### src/verilog/tx_dma_defs.svh
// Purpose: Shared constants of the transmit descriptor DMA.
// Assumes: Descriptor is four dwords; lengths are in bytes.
// Notes: Definitions only.
`ifndef TX_DMA_DEFS_SVH
`define TX_DMA_DEFS_SVH
// ---------------------------------------------------------------
// Descriptor layout
// ---------------------------------------------------------------
`define DESC_LAST_IDX 2'h3
`define DW0_OWN_BIT 31
`define DW0_STAT_LSB 16
`define DW0_LEN_MSB 15
`define DW2_LEN_MSB 15
`define DW2_FRAG_BIT 16
`define DW2_LAST_BIT 17
`define DW2_IRQ_BIT 18
`define DW2_NOFCS_BIT 19
`define FRAG_CNT_MSB 5
// Status post only touches the upper half of dword 0
`define POST_BE 4'hc
// ---------------------------------------------------------------
// Misc values
// ---------------------------------------------------------------
`define WORD_BYTES 16'h0004
`define ADDR_STEP 32'h00000004
`define LFSR_SEED 32'h00000001
`define LFSR_TAPS 32'h80200003
`define FIFO_DEPTH 16
`define HOST_MEM_WORDS 256
`endif

### src/verilog/tx_dma_pkg.sv
// Purpose: Types of the transmit descriptor DMA.
// Assumes: Nothing.
// Notes: Constants live in tx_dma_defs.svh.
package tx_dma_pkg;
  // Engine states
  typedef enum logic [3:0] {
    ST_IDLE = 4'h0,
    ST_FETCH = 4'h1,
    ST_CHECK = 4'h2,
    ST_FRAGHDR = 4'h3,
    ST_FRAGENT = 4'h4,
    ST_COPY = 4'h5,
    ST_PAD = 4'h6,
    ST_POST = 4'h7,
    ST_NEXT = 4'h8,
    ST_HALT = 4'h9
  } dmaState_e;
endpackage : tx_dma_pkg

### src/verilog/tx_dma_if.sv
// Purpose: Link between the DMA engine and host memory/driver.
// Assumes: One clock; host answers a request with a one-cycle ack.
// Notes: dev modport is the engine, host modport the host side.
`timescale 1ns/1ns
interface tx_dma_if;
  logic memReq; // Request level, held until ack
  logic memWe; // 1 write, 0 read
  logic [31:0] memAddr; // Byte address
  logic [31:0] memWdata; // Write data
  logic [3:0] memBe; // Write byte enables
  logic memAck; // One-cycle answer
  logic [31:0] memRdata; // Read data, valid with ack
  logic busError; // Fatal bus error pulse
  logic goSet; // Set tx_queue_go pulse
  logic ptrLoad; // Load descriptor pointer pulse
  logic [31:0] ptrValue; // First descriptor address
  logic earlyEn; // Early transmit enable
  logic [15:0] earlyThresh; // Early transmit threshold, bytes
  logic txQueueGo; // tx_queue_go level
  logic queueEmptyIrq; // Queue empty pulse
  logic chainDoneIrq; // Chain done pulse
  logic frameDoneIrq; // Frame done pulse
  logic busErrIrq; // Bus error pulse
  logic dmaIdle; // Engine idle level
  modport dev (
    output memReq, memWe, memAddr, memWdata, memBe,
    input memAck, memRdata, busError,
    input goSet, ptrLoad, ptrValue, earlyEn, earlyThresh,
    output txQueueGo, queueEmptyIrq, chainDoneIrq, frameDoneIrq,
    output busErrIrq, dmaIdle
  );
  modport host (
    input memReq, memWe, memAddr, memWdata, memBe,
    output memAck, memRdata, busError,
    output goSet, ptrLoad, ptrValue, earlyEn, earlyThresh,
    input txQueueGo, queueEmptyIrq, chainDoneIrq, frameDoneIrq,
    input busErrIrq, dmaIdle
  );
endinterface : tx_dma_if

### src/verilog/tx_dma_device.sv
// Purpose: Transmit descriptor DMA engine and its data FIFO.
// Assumes: Host acks each request; transmitter drains the FIFO.
// Notes: FIFO module first, engine after it.
`timescale 1ns/1ns
`include "tx_dma_defs.svh"

// ---------------------------------------------------------------
// Data FIFO
// ---------------------------------------------------------------
module tx_fifo #(
  parameter int Width = 32,
  parameter int Depth = `FIFO_DEPTH
) (
  input wire logic clk,
  input wire logic rst,
  input wire logic [Width-1:0] inData,
  input wire logic inValid,
  output logic inReady,
  output logic [Width-1:0] outData,
  output logic outValid,
  input wire logic outReady
);
  localparam int AW = $clog2(Depth);
  typedef struct packed {
    logic [Depth-1:0][Width-1:0] mem; // Storage
    logic [AW:0] wp; // Write pointer, wrap bit on top
    logic [AW:0] rp; // Read pointer
  } fifo_s;
  fifo_s cur_ff, nxt_ff;
  logic doPush, doPop;

  // Flags from pointer distance
  assign inReady = (cur_ff.wp - cur_ff.rp) != (AW + 1)'(Depth);
  assign outValid = cur_ff.wp != cur_ff.rp;
  assign outData = cur_ff.mem[cur_ff.rp[AW-1:0]];
  assign doPush = inValid && inReady;
  assign doPop = outValid && outReady;

  // Pointer and storage update
  always_comb begin
    nxt_ff = cur_ff;
    if (doPush) begin
      nxt_ff.mem[cur_ff.wp[AW-1:0]] = inData;
      nxt_ff.wp = cur_ff.wp + 1'b1;
    end
    if (doPop) begin
      nxt_ff.rp = cur_ff.rp + 1'b1;
    end
  end

  // State register
  always_ff @(posedge clk) begin
    if (rst) begin
      cur_ff <= '0;
    end else begin
      cur_ff <= nxt_ff;
    end
  end
endmodule : tx_fifo

// ---------------------------------------------------------------
// Engine
// ---------------------------------------------------------------
module tx_dma_device #(
  parameter int FifoDepth = `FIFO_DEPTH
) (
  input wire logic clk,
  input wire logic rst,
  tx_dma_if.dev bus,
  output logic [31:0] txData,
  output logic txValid,
  input wire logic txReady,
  output logic txStart,
  output logic [15:0] txLen,
  output logic txSkipFcs,
  input wire logic txDone,
  input wire logic [14:0] txStatus
);
  typedef struct packed {
    tx_dma_pkg::dmaState_e st; // Engine state
    tx_dma_pkg::dmaState_e ret; // State to resume after a post
    logic go; // tx_queue_go
    logic [31:0] curPtr; // Current descriptor pointer
    logic [1:0] idx; // Dword index within a fetch
    logic [3:0][31:0] dw; // Fetched descriptor
    logic fragMode; // Frame uses a fragment list
    logic [31:0] fragPtr; // Next fragment list entry
    logic [5:0] fragLeft; // Fragments still to copy
    logic [31:0] bufPtr; // Buffer read address
    logic [14:0] bufWords; // Words left in this buffer or pad
    logic [15:0] remain; // Remaining transmit byte count
    logic [15:0] frameLen; // Length of frame being copied
    logic inFrame; // Copy of a frame is under way
    logic copyDone; // Frame fully loaded
    logic startedCur; // Frame being copied has been started
    logic [15:0] loaded; // Bytes of this frame in the buffer
    logic [31:0] copyDesc; // First descriptor of copied frame
    logic copyIrq; // Its frame done request
    logic copyNoFcs; // Its skip FCS request
    logic txBusy; // Transmitter is sending
    logic [31:0] txDesc; // First descriptor of sent frame
    logic txIrq; // Frame done request of sent frame
    logic postPend; // Status waiting to be posted
    logic [31:0] postAddr; // Where to post
    logic [14:0] postStat; // What to post
    logic postIrq; // Raise frame done after post
    logic chainPend; // A frame went out since last chain done
    logic [31:0] lfsr; // Pad data source
    logic start; // txStart pulse
    logic [15:0] len; // txLen
    logic noFcs; // txSkipFcs
    logic qEmpty; // Queue empty pulse
    logic chainDone; // Chain done pulse
    logic frameDone; // Frame done pulse
    logic busErr; // Bus error pulse
  } dev_s;
  dev_s cur_ff, nxt_ff;
  logic pushValid, pushReady;
  logic [31:0] pushData;
  logic startOk;

  // Words needed to hold a byte count
  function automatic logic [14:0] words4(input logic [15:0] b);
    logic [16:0] s;
    s = {1'b0, b} + 17'h00003;
    return s[16:2];
  endfunction : words4

  // Lesser of remaining count and a buffer length
  function automatic logic [15:0] min16(input logic [15:0] a,
                                        input logic [15:0] b);
    return (a < b) ? a : b;
  endfunction : min16

  // Memory request decode per state
  always_comb begin
    bus.memReq = 1'b0;
    bus.memWe = 1'b0;
    bus.memAddr = cur_ff.curPtr + {28'h0000000, cur_ff.idx, 2'b00};
    bus.memWdata = {1'b0, cur_ff.postStat, 16'h0000};
    bus.memBe = `POST_BE;
    case (cur_ff.st)
      tx_dma_pkg::ST_FETCH: begin
        bus.memReq = 1'b1;
      end
      tx_dma_pkg::ST_FRAGHDR, tx_dma_pkg::ST_FRAGENT: begin
        bus.memReq = (cur_ff.st == tx_dma_pkg::ST_FRAGHDR) ||
                     (cur_ff.fragLeft != 6'h00);
        bus.memAddr = cur_ff.fragPtr;
      end
      tx_dma_pkg::ST_COPY: begin
        bus.memReq = (cur_ff.bufWords != 15'h0000) && pushReady;
        bus.memAddr = cur_ff.bufPtr;
      end
      tx_dma_pkg::ST_POST: begin
        bus.memReq = 1'b1;
        bus.memWe = 1'b1;
        bus.memAddr = cur_ff.postAddr;
      end
      default: begin
        bus.memReq = 1'b0;
      end
    endcase
  end

  // FIFO fill: buffer words or pad words
  assign pushValid = (cur_ff.st == tx_dma_pkg::ST_COPY && bus.memAck &&
                      cur_ff.bufWords != 15'h0000) ||
                     (cur_ff.st == tx_dma_pkg::ST_PAD &&
                      cur_ff.bufWords != 15'h0000);
  assign pushData = (cur_ff.st == tx_dma_pkg::ST_PAD) ? cur_ff.lfsr
                                                      : bus.memRdata;
  // Start when loaded and transmitter free
  assign startOk = !cur_ff.startedCur && !cur_ff.txBusy &&
                   !cur_ff.postPend && cur_ff.st != tx_dma_pkg::ST_HALT &&
                   (cur_ff.copyDone || (bus.earlyEn && cur_ff.inFrame &&
                    cur_ff.loaded >= bus.earlyThresh));

  tx_fifo #(.Width(32), .Depth(FifoDepth)) dataFifo (
    .clk(clk),
    .rst(rst),
    .inData(pushData),
    .inValid(pushValid),
    .inReady(pushReady),
    .outData(txData),
    .outValid(txValid),
    .outReady(txReady)
  );

  // Next state
  always_comb begin
    logic [15:0] rem;
    logic [15:0] cnt;
    logic fin;
    rem = cur_ff.inFrame ? cur_ff.remain : cur_ff.dw[0][`DW0_LEN_MSB:0];
    cnt = min16(rem, cur_ff.dw[2][`DW2_LEN_MSB:0]);
    fin = (cur_ff.remain == 16'h0000) || (cur_ff.fragMode ?
          cur_ff.fragLeft == 6'h00 : cur_ff.dw[2][`DW2_LAST_BIT]);
    nxt_ff = cur_ff;
    nxt_ff.start = 1'b0;
    nxt_ff.qEmpty = 1'b0;
    nxt_ff.chainDone = 1'b0;
    nxt_ff.frameDone = 1'b0;
    nxt_ff.busErr = 1'b0;
    case (cur_ff.st)
      tx_dma_pkg::ST_IDLE: begin
        if (cur_ff.postPend) begin
          nxt_ff.ret = tx_dma_pkg::ST_IDLE;
          nxt_ff.st = tx_dma_pkg::ST_POST;
        end else if (cur_ff.go) begin
          nxt_ff.idx = 2'h0;
          nxt_ff.st = tx_dma_pkg::ST_FETCH;
        end else if (cur_ff.chainPend && !cur_ff.txBusy &&
                     !cur_ff.inFrame) begin
          nxt_ff.chainPend = 1'b0;
          nxt_ff.chainDone = 1'b1;
        end
      end
      tx_dma_pkg::ST_FETCH: begin
        if (bus.memAck) begin
          nxt_ff.dw[cur_ff.idx] = bus.memRdata;
          nxt_ff.idx = cur_ff.idx + 2'h1;
          if (cur_ff.idx == `DESC_LAST_IDX) begin
            nxt_ff.st = tx_dma_pkg::ST_CHECK;
          end
        end
      end
      tx_dma_pkg::ST_CHECK: begin
        if (!cur_ff.dw[0][`DW0_OWN_BIT]) begin
          nxt_ff.go = 1'b0;
          nxt_ff.qEmpty = 1'b1;
          nxt_ff.st = tx_dma_pkg::ST_IDLE;
        end else begin
          nxt_ff.curPtr = cur_ff.dw[3];
          if (!cur_ff.inFrame) begin
            nxt_ff.inFrame = 1'b1;
            nxt_ff.frameLen = cur_ff.dw[0][`DW0_LEN_MSB:0];
            nxt_ff.copyDesc = cur_ff.curPtr;
            nxt_ff.copyDone = 1'b0;
            nxt_ff.startedCur = 1'b0;
            nxt_ff.loaded = 16'h0000;
          end
          nxt_ff.remain = rem;
          nxt_ff.fragMode = cur_ff.dw[2][`DW2_FRAG_BIT];
          if (cur_ff.dw[2][`DW2_FRAG_BIT]) begin
            nxt_ff.fragPtr = cur_ff.dw[1];
            nxt_ff.st = tx_dma_pkg::ST_FRAGHDR;
          end else begin
            nxt_ff.bufPtr = cur_ff.dw[1];
            nxt_ff.bufWords = words4(cnt);
            nxt_ff.remain = rem - cnt;
            nxt_ff.st = tx_dma_pkg::ST_COPY;
          end
        end
      end
      tx_dma_pkg::ST_FRAGHDR: begin
        if (bus.memAck) begin
          nxt_ff.fragLeft = bus.memRdata[`FRAG_CNT_MSB:0];
          nxt_ff.fragPtr = cur_ff.fragPtr + `ADDR_STEP;
          nxt_ff.idx = 2'h0;
          nxt_ff.st = tx_dma_pkg::ST_FRAGENT;
        end
      end
      tx_dma_pkg::ST_FRAGENT: begin
        if (cur_ff.fragLeft == 6'h00) begin
          nxt_ff.bufWords = 15'h0000;
          nxt_ff.st = tx_dma_pkg::ST_COPY;
        end else if (bus.memAck) begin
          nxt_ff.fragPtr = cur_ff.fragPtr + `ADDR_STEP;
          if (cur_ff.idx == 2'h0) begin
            nxt_ff.bufPtr = bus.memRdata;
            nxt_ff.idx = 2'h1;
          end else begin
            cnt = min16(cur_ff.remain, bus.memRdata[15:0]);
            nxt_ff.bufWords = words4(cnt);
            nxt_ff.remain = cur_ff.remain - cnt;
            nxt_ff.fragLeft = cur_ff.fragLeft - 6'h01;
            nxt_ff.st = tx_dma_pkg::ST_COPY;
          end
        end
      end
      tx_dma_pkg::ST_COPY: begin
        if (cur_ff.bufWords != 15'h0000) begin
          if (bus.memAck) begin
            nxt_ff.bufPtr = cur_ff.bufPtr + `ADDR_STEP;
            nxt_ff.bufWords = cur_ff.bufWords - 15'h0001;
            nxt_ff.loaded = cur_ff.loaded + `WORD_BYTES;
          end
        end else if (cur_ff.postPend) begin
          nxt_ff.ret = tx_dma_pkg::ST_COPY;
          nxt_ff.st = tx_dma_pkg::ST_POST;
        end else if (fin) begin
          nxt_ff.copyIrq = cur_ff.dw[2][`DW2_IRQ_BIT];
          nxt_ff.copyNoFcs = cur_ff.dw[2][`DW2_NOFCS_BIT];
          if (cur_ff.startedCur) begin
            nxt_ff.txIrq = cur_ff.dw[2][`DW2_IRQ_BIT];
            nxt_ff.noFcs = cur_ff.dw[2][`DW2_NOFCS_BIT];
          end
          nxt_ff.bufWords = words4(cur_ff.remain);
          nxt_ff.remain = 16'h0000;
          nxt_ff.st = tx_dma_pkg::ST_PAD;
        end else begin
          nxt_ff.idx = 2'h0;
          nxt_ff.st = cur_ff.fragMode ? tx_dma_pkg::ST_FRAGENT
                                      : tx_dma_pkg::ST_FETCH;
        end
      end
      tx_dma_pkg::ST_PAD: begin
        if (cur_ff.bufWords == 15'h0000) begin
          nxt_ff.inFrame = 1'b0;
          nxt_ff.copyDone = 1'b1;
          nxt_ff.st = tx_dma_pkg::ST_NEXT;
        end else if (pushReady) begin
          nxt_ff.lfsr = {cur_ff.lfsr[30:0], ^(cur_ff.lfsr & `LFSR_TAPS)};
          nxt_ff.bufWords = cur_ff.bufWords - 15'h0001;
          nxt_ff.loaded = cur_ff.loaded + `WORD_BYTES;
        end
      end
      tx_dma_pkg::ST_NEXT: begin
        if (cur_ff.postPend) begin
          nxt_ff.ret = tx_dma_pkg::ST_NEXT;
          nxt_ff.st = tx_dma_pkg::ST_POST;
        end else if (cur_ff.startedCur) begin
          nxt_ff.idx = 2'h0;
          nxt_ff.st = cur_ff.go ? tx_dma_pkg::ST_FETCH
                                : tx_dma_pkg::ST_IDLE;
        end
      end
      tx_dma_pkg::ST_POST: begin
        if (bus.memAck) begin
          nxt_ff.postPend = 1'b0;
          nxt_ff.frameDone = cur_ff.postIrq;
          nxt_ff.st = cur_ff.ret;
        end
      end
      default: begin
        nxt_ff.st = tx_dma_pkg::ST_HALT;
      end
    endcase
    // Transmitter finished: queue the status post
    if (txDone && cur_ff.txBusy) begin
      nxt_ff.txBusy = 1'b0;
      nxt_ff.postPend = 1'b1;
      nxt_ff.postAddr = cur_ff.txDesc;
      nxt_ff.postStat = txStatus;
      nxt_ff.postIrq = cur_ff.txIrq;
    end
    // Launch the frame being copied
    if (startOk) begin
      nxt_ff.start = 1'b1;
      nxt_ff.startedCur = 1'b1;
      nxt_ff.txBusy = 1'b1;
      nxt_ff.chainPend = 1'b1;
      nxt_ff.len = cur_ff.frameLen;
      nxt_ff.txDesc = cur_ff.copyDesc;
      // Flags of a copy that ends this very cycle count as well
      nxt_ff.txIrq = nxt_ff.copyIrq;
      nxt_ff.noFcs = nxt_ff.copyNoFcs;
    end
    // Driver commands; set wins over the engine's clear
    if (bus.ptrLoad) begin
      nxt_ff.curPtr = bus.ptrValue;
    end
    if (bus.goSet) begin
      nxt_ff.go = 1'b1;
    end
    // Fatal bus error halts the engine and cancels a start pulse; the FIFO still drains to the transmitter
    if (bus.busError && cur_ff.st != tx_dma_pkg::ST_HALT) begin
      nxt_ff.st = tx_dma_pkg::ST_HALT;
      nxt_ff.busErr = 1'b1;
      nxt_ff.start = 1'b0;
    end
  end

  // State register
  always_ff @(posedge clk) begin
    if (rst) begin
      cur_ff <= '0;
      cur_ff.startedCur <= 1'b1;
      cur_ff.lfsr <= `LFSR_SEED;
    end else begin
      cur_ff <= nxt_ff;
    end
  end

  // Outputs
  assign txStart = cur_ff.start;
  assign txLen = cur_ff.len;
  assign txSkipFcs = cur_ff.noFcs;
  assign bus.txQueueGo = cur_ff.go;
  assign bus.queueEmptyIrq = cur_ff.qEmpty;
  assign bus.chainDoneIrq = cur_ff.chainDone;
  assign bus.frameDoneIrq = cur_ff.frameDone;
  assign bus.busErrIrq = cur_ff.busErr;
  assign bus.dmaIdle = cur_ff.st == tx_dma_pkg::ST_IDLE &&
                       !cur_ff.inFrame && !cur_ff.txBusy;
endmodule : tx_dma_device

### src/flat_wrapper.sv
// flat-port wrapper written by rule: the top's interface ports become plain ports
module tx_dma_device_flat 
#(
  parameter int FifoDepth = `FIFO_DEPTH
)
  (clk, rst, txData, txValid, txReady, txStart, txLen, txSkipFcs, txDone, txStatus, bus_memReq, bus_memWe, bus_memAddr, bus_memWdata, bus_memBe, bus_memAck, bus_memRdata, bus_busError, bus_goSet, bus_ptrLoad, bus_ptrValue, bus_earlyEn, bus_earlyThresh, bus_txQueueGo, bus_queueEmptyIrq, bus_chainDoneIrq, bus_frameDoneIrq, bus_busErrIrq, bus_dmaIdle);
  tx_dma_if bus_i ();
  input wire logic clk;
  input wire logic rst;
  output logic [31:0] txData;
  output logic txValid;
  input wire logic txReady;
  output logic txStart;
  output logic [15:0] txLen;
  output logic txSkipFcs;
  input wire logic txDone;
  input wire logic [14:0] txStatus;
  output wire logic [$bits(bus_i.memReq)-1:0] bus_memReq;
  output wire logic [$bits(bus_i.memWe)-1:0] bus_memWe;
  output wire logic [$bits(bus_i.memAddr)-1:0] bus_memAddr;
  output wire logic [$bits(bus_i.memWdata)-1:0] bus_memWdata;
  output wire logic [$bits(bus_i.memBe)-1:0] bus_memBe;
  input wire logic [$bits(bus_i.memAck)-1:0] bus_memAck;
  input wire logic [$bits(bus_i.memRdata)-1:0] bus_memRdata;
  input wire logic [$bits(bus_i.busError)-1:0] bus_busError;
  input wire logic [$bits(bus_i.goSet)-1:0] bus_goSet;
  input wire logic [$bits(bus_i.ptrLoad)-1:0] bus_ptrLoad;
  input wire logic [$bits(bus_i.ptrValue)-1:0] bus_ptrValue;
  input wire logic [$bits(bus_i.earlyEn)-1:0] bus_earlyEn;
  input wire logic [$bits(bus_i.earlyThresh)-1:0] bus_earlyThresh;
  output wire logic [$bits(bus_i.txQueueGo)-1:0] bus_txQueueGo;
  output wire logic [$bits(bus_i.queueEmptyIrq)-1:0] bus_queueEmptyIrq;
  output wire logic [$bits(bus_i.chainDoneIrq)-1:0] bus_chainDoneIrq;
  output wire logic [$bits(bus_i.frameDoneIrq)-1:0] bus_frameDoneIrq;
  output wire logic [$bits(bus_i.busErrIrq)-1:0] bus_busErrIrq;
  output wire logic [$bits(bus_i.dmaIdle)-1:0] bus_dmaIdle;
  assign bus_memReq = bus_i.memReq;
  assign bus_memWe = bus_i.memWe;
  assign bus_memAddr = bus_i.memAddr;
  assign bus_memWdata = bus_i.memWdata;
  assign bus_memBe = bus_i.memBe;
  assign bus_i.memAck = bus_memAck;
  assign bus_i.memRdata = bus_memRdata;
  assign bus_i.busError = bus_busError;
  assign bus_i.goSet = bus_goSet;
  assign bus_i.ptrLoad = bus_ptrLoad;
  assign bus_i.ptrValue = bus_ptrValue;
  assign bus_i.earlyEn = bus_earlyEn;
  assign bus_i.earlyThresh = bus_earlyThresh;
  assign bus_txQueueGo = bus_i.txQueueGo;
  assign bus_queueEmptyIrq = bus_i.queueEmptyIrq;
  assign bus_chainDoneIrq = bus_i.chainDoneIrq;
  assign bus_frameDoneIrq = bus_i.frameDoneIrq;
  assign bus_busErrIrq = bus_i.busErrIrq;
  assign bus_dmaIdle = bus_i.dmaIdle;
  tx_dma_device #(.FifoDepth(FifoDepth)) u_core (.clk(clk), .rst(rst), .bus(bus_i), .txData(txData), .txValid(txValid), .txReady(txReady), .txStart(txStart), .txLen(txLen), .txSkipFcs(txSkipFcs), .txDone(txDone), .txStatus(txStatus));
endmodule
### config.mk
export PLATFORM = sky130hd
export DESIGN_NAME = tx_dma_device_flat
export DESIGN_NICKNAME = d
export VERILOG_FILES = /design/src/verilog/tx_dma_pkg.sv /design/src/verilog/tx_dma_if.sv /design/src/verilog/tx_dma_device.sv /design/src/flat_wrapper.sv
export VERILOG_INCLUDE_DIRS = /design/src /design/src/verilog
export SDC_FILE = /design/constraint.sdc
export NUM_CORES = 2
export LEC_CHECK = 0
export ABC_AREA = 0
export BUFFER_PORTS_ARGS = -buffer_cell sky130_fd_sc_hd__buf_4
export CAP_MARGIN = 15
export CORE_MARGIN = 2
export CORE_UTILIZATION = 42
export CTS_BUF_LIST = sky130_fd_sc_hd__clkbuf_8
export DETAILED_ROUTE_END_ITERATION = 8
export HOLD_SLACK_MARGIN = 0.06
export SLEW_MARGIN = 10
export SYNTH_ARGS = -nofsm -noshare
export SYNTH_HDL_FRONTEND = slang
export SYNTH_HIERARCHICAL = 1
export SYNTH_SLANG_ARGS = --single-unit
### constraint.sdc
create_clock -name clk -period 7.7 [get_ports clk]
set_input_delay 1.925 -clock clk [delete_from_list [all_inputs] [get_ports clk]]
set_output_delay 1.925 -clock clk [all_outputs]
set_load 0.01 [all_outputs]
==> results.yml <==
logic_synthesis:
  synth_compound_area_frac: 0.117
  ys_warn_count: 6
  synthAdderAreaFrac: 0.0244
  yosysUniqueCellTypes: 88
  syn_area_sq_um: 49700
  synth_edf_count: 0
  synth_top_area_share: 0.391
  synthArstFlopShare: 0
  synth_cells: 5675
  synth_top_family_by_area: "simple AND/OR/NAND/NOR gates"
  synth-simple-area-share: 0.208
  avgSynthCellArea_sq_um: 8.76
  ys_ff_latch: 971
  synth.top_cells.by_count: "dfxtp_1 (971), nand2_1 (918), mux2i_1 (600), nand2b_1 (560), a21oi_1 (467)"
  yosysTopAreaCell: "dfxtp_1"
  synthTopCellsByArea: "dfxtp_1 (39%), mux2i_1 (12%), nand2b_1 (7.0%)"
  muxShareOfSynthArea: 0.183
  ys.flop_type: "dfxtp_1"
  synth_most_common_cell: "dfxtp_1"
  seq_area_frac_synth: 0.391
  synth-xor-area-share: 0.0203
global_routing:
  grt_max_degree: 246
  antenna_found_initial: 3
  grt_pass1_vias: 39800
  grt_usage: 0.250
  grt_pass1_wl_microns: 239000
  grt-ovfl-total: 0
clocking:
  ctsHoldBuffers: 0
  cts_max_level: 4
  cts_tree: "done"
  clkTransAtPathRegs_ps: 60
  cts_made_buffers: 169
  cts_buffer_depth: 3
  clock_sinks: 971
  root_buffer: "clkbuf_8"
  postCtsSetupBuffers: 0
  insertion_delay_ps: 880
  post_cts_resized: 0
drt:
  drt-wirelength-per-cell_microns: 21.3
  routed_wl_microns: 155000
  drc_errors: 0
  via_count: 41000
  drt_pass1_iterations: 7
  via_per_inst: 5.64
  drt_iter0_markers: 3785
  ant_nets: 0
sta:
  max_freq_ghz: 0.152
  post-route-period-util: 0.854
  finalSetupViolations: 0
  slew_headroom: 0.183
  worst_slack_ps: 1120
  rsz0062_at_grt: "no"
  worst_slew_pin_slew_ps: 1220
  finalSetupTns_ps: 0
  skew_ps: 58.6
  fin_crit_ps: 6580
  final-hold-violation-count: 0
  report.final.slew_viol_count: 0
outcome:
  status: "finished, final reports clean"
place:
  pre_cts_ws_ps: 877
  portBuffers: 209
  dp_hpwl_microns: 98800
  place_congestion: 0.901
  dpl_cell_area_sq_um: 51600
setup_path:
  critPathCaptureType: "flop"
  startpoint_type: "flop"
  cp_max_fo: 13
  worstPathArrival_ps: 7340
  rr_endpoint: "u_core/cur_ff[216]$_SDFFE_PP0P_"
  crit_type: "reg -> reg"
  cp.required_ps: 8460
  rr_worst_depth: 18
  rrSetupSlack_ps: 1120
  r2r_start: "u_core/cur_ff[190]$_SDFFE_PP0P_"
die:
  fp.dieW_microns: 348
  std_cell_rows: 126
  dieArea_sq_um: 121000
  io_pins: 231
  core_area_sq_um: 118000
  die_h_microns: 348
  initial_core_util: 0.422
final_layout:
  final_core_util: 0.469
  layout-drive-gt1-share: 0.131
  fillers: 11400
  area_growth_pct: 11.1
  nets: 5816
  fin_area_sq_um: 55200
hold_path:
  min_to: "u_core/cur_ff[78]$_SDFFE_PP0P_"
  min_path_cells: 2
  hold_class: "reg -> reg"
  holdCritStartpoint: "u_core/cur_ff[112]$_SDFFE_PP0P_"
flow_run:
  cap_violations: 0
power:
  power.leakage_nw: 23.1
  vdd_drop_max_v: 0.000167
  p_per_area_nw_per_um2: 220
==> how the worst max path moves through the flow <==
stage,from,endpoint,slack (ps),cells past startpoint
after floorplan,bus_memRdata[9],u_core/cur_ff[221]$_SDFFE_PP0P_,850,23
after global placement,bus_memRdata[9],u_core/cur_ff[220]$_SDFFE_PP0P_,970,21
after detailed placement,bus_memRdata[9],u_core/cur_ff[221]$_SDFFE_PP0P_,880,21
after CTS,u_core/cur_ff[190]$_SDFFE_PP0P_,u_core/cur_ff[216]$_SDFFE_PP0P_,1250,18
after global routing,u_core/cur_ff[190]$_SDFFE_PP0P_,u_core/cur_ff[216]$_SDFFE_PP0P_,740,18
final,u_core/cur_ff[190]$_SDFFE_PP0P_,u_core/cur_ff[216]$_SDFFE_PP0P_,1120,18
==> sequential cells by signal, summed over array words and instances (netlist names) <==
name and count:
u_core/bus.memWdata 15, u_core/txStart 1, u_core/bus.frameDoneIrq 1, u_core/txSkipFcs 1, u_core/bus.busErrIrq 1, u_core/dataFifo/cur_ff 522
u_core/bus.chainDoneIrq 1, u_core/bus.txQueueGo 1, u_core/bus.queueEmptyIrq 1, u_core/cur_ff 411, u_core/txLen 16
==> metrics by stage <==
| step | power (W) | std cells | hold WS [ps] |
|---|---|---|---|
| after CTS | 0.0122 | 7279 | 431 |
| after floorplan | 0.00664 | 5694 | 428 |
| after global placement | 0.00724 | 6982 | 438 |
| final | 0.0122 | 7282 | 441 |
| after detailed placement | 0.00724 | 6982 | 446 |
| after global routing | 0.0127 | 7282 | 444 |
==> layout by cell type (no fill, tap or decap), types with 130 or more instances in the layout <==
cell type and n:
mux2i_1 600, nor2_1 305, nand2_1 916, o21ai_0 174, clkbuf_8 228, mux4_2 130, nand2b_1 559, inv_1 135
a21oi_1 463, buf_4 279, dfxtp_1 967
==> per-layer routing <==
metal / vias up / GRT usage / part of all wire
li1: 19400 / - / -
met4: 0 / 0.0834 / 0.027
met1: 20000 / 0.341 / 0.45
met3: 247 / 0.0425 / 0.061
met2: 1346 / 0.400 / 0.46
met5: - / 0 / 0
==> where the power goes <==
part / internal (W) / leakage [nW] / switching, W
clock: 0.00269 / 2.01 / 0.00228
sequential: 0.00509 / 7.83 / 0.000105
combinational: 0.000725 / 13.3 / 0.00126
==> cells by family (layout without fill, tap and decap cells) <==
kind of cell,count (synthesis),count (layout)
AOI/OAI and AO/OA,965,965
xor gates and xnor gates,115,115
adders and majority gates,96,96
buffers and inverters,629,679
DFF,971,971
muxes,744,744
other,2,23
and+or+nand+nor,2153,2153
==> critical path: stages, from the launching register on <==
cell	delay, ps
dfxtp_1	800
buf_4	330
mux2_2	400
ha_1	270
a211oi_1	260
o21ai_0	170
o211ai_1	850
a21oi_1	170
or2_2	370
ha_1	250
maj3_1	360
nand2_1	80
a21oi_1	50
a311oi_2	440
nand3_2	140
a31oi_1	290
mux4_2	530
or4_1	530
a31oi_1	170
==> final cells by class <==
class                           count  area, sq um  share of cell area
Antenna cell                        2         5.00           0.0000906
Clock buffer                      228         3140              0.0568
Clock inverter                     69          442             0.00799
Inverter                           97          364             0.00659
Multi-Input combinational cell   4094        27700               0.502
Sequential cell                   971        19500               0.352
Tap cell                         1536         1920              0.0348
Timing Repair Buffer              285         2220              0.0401
(Power assumes the default switching activity.)
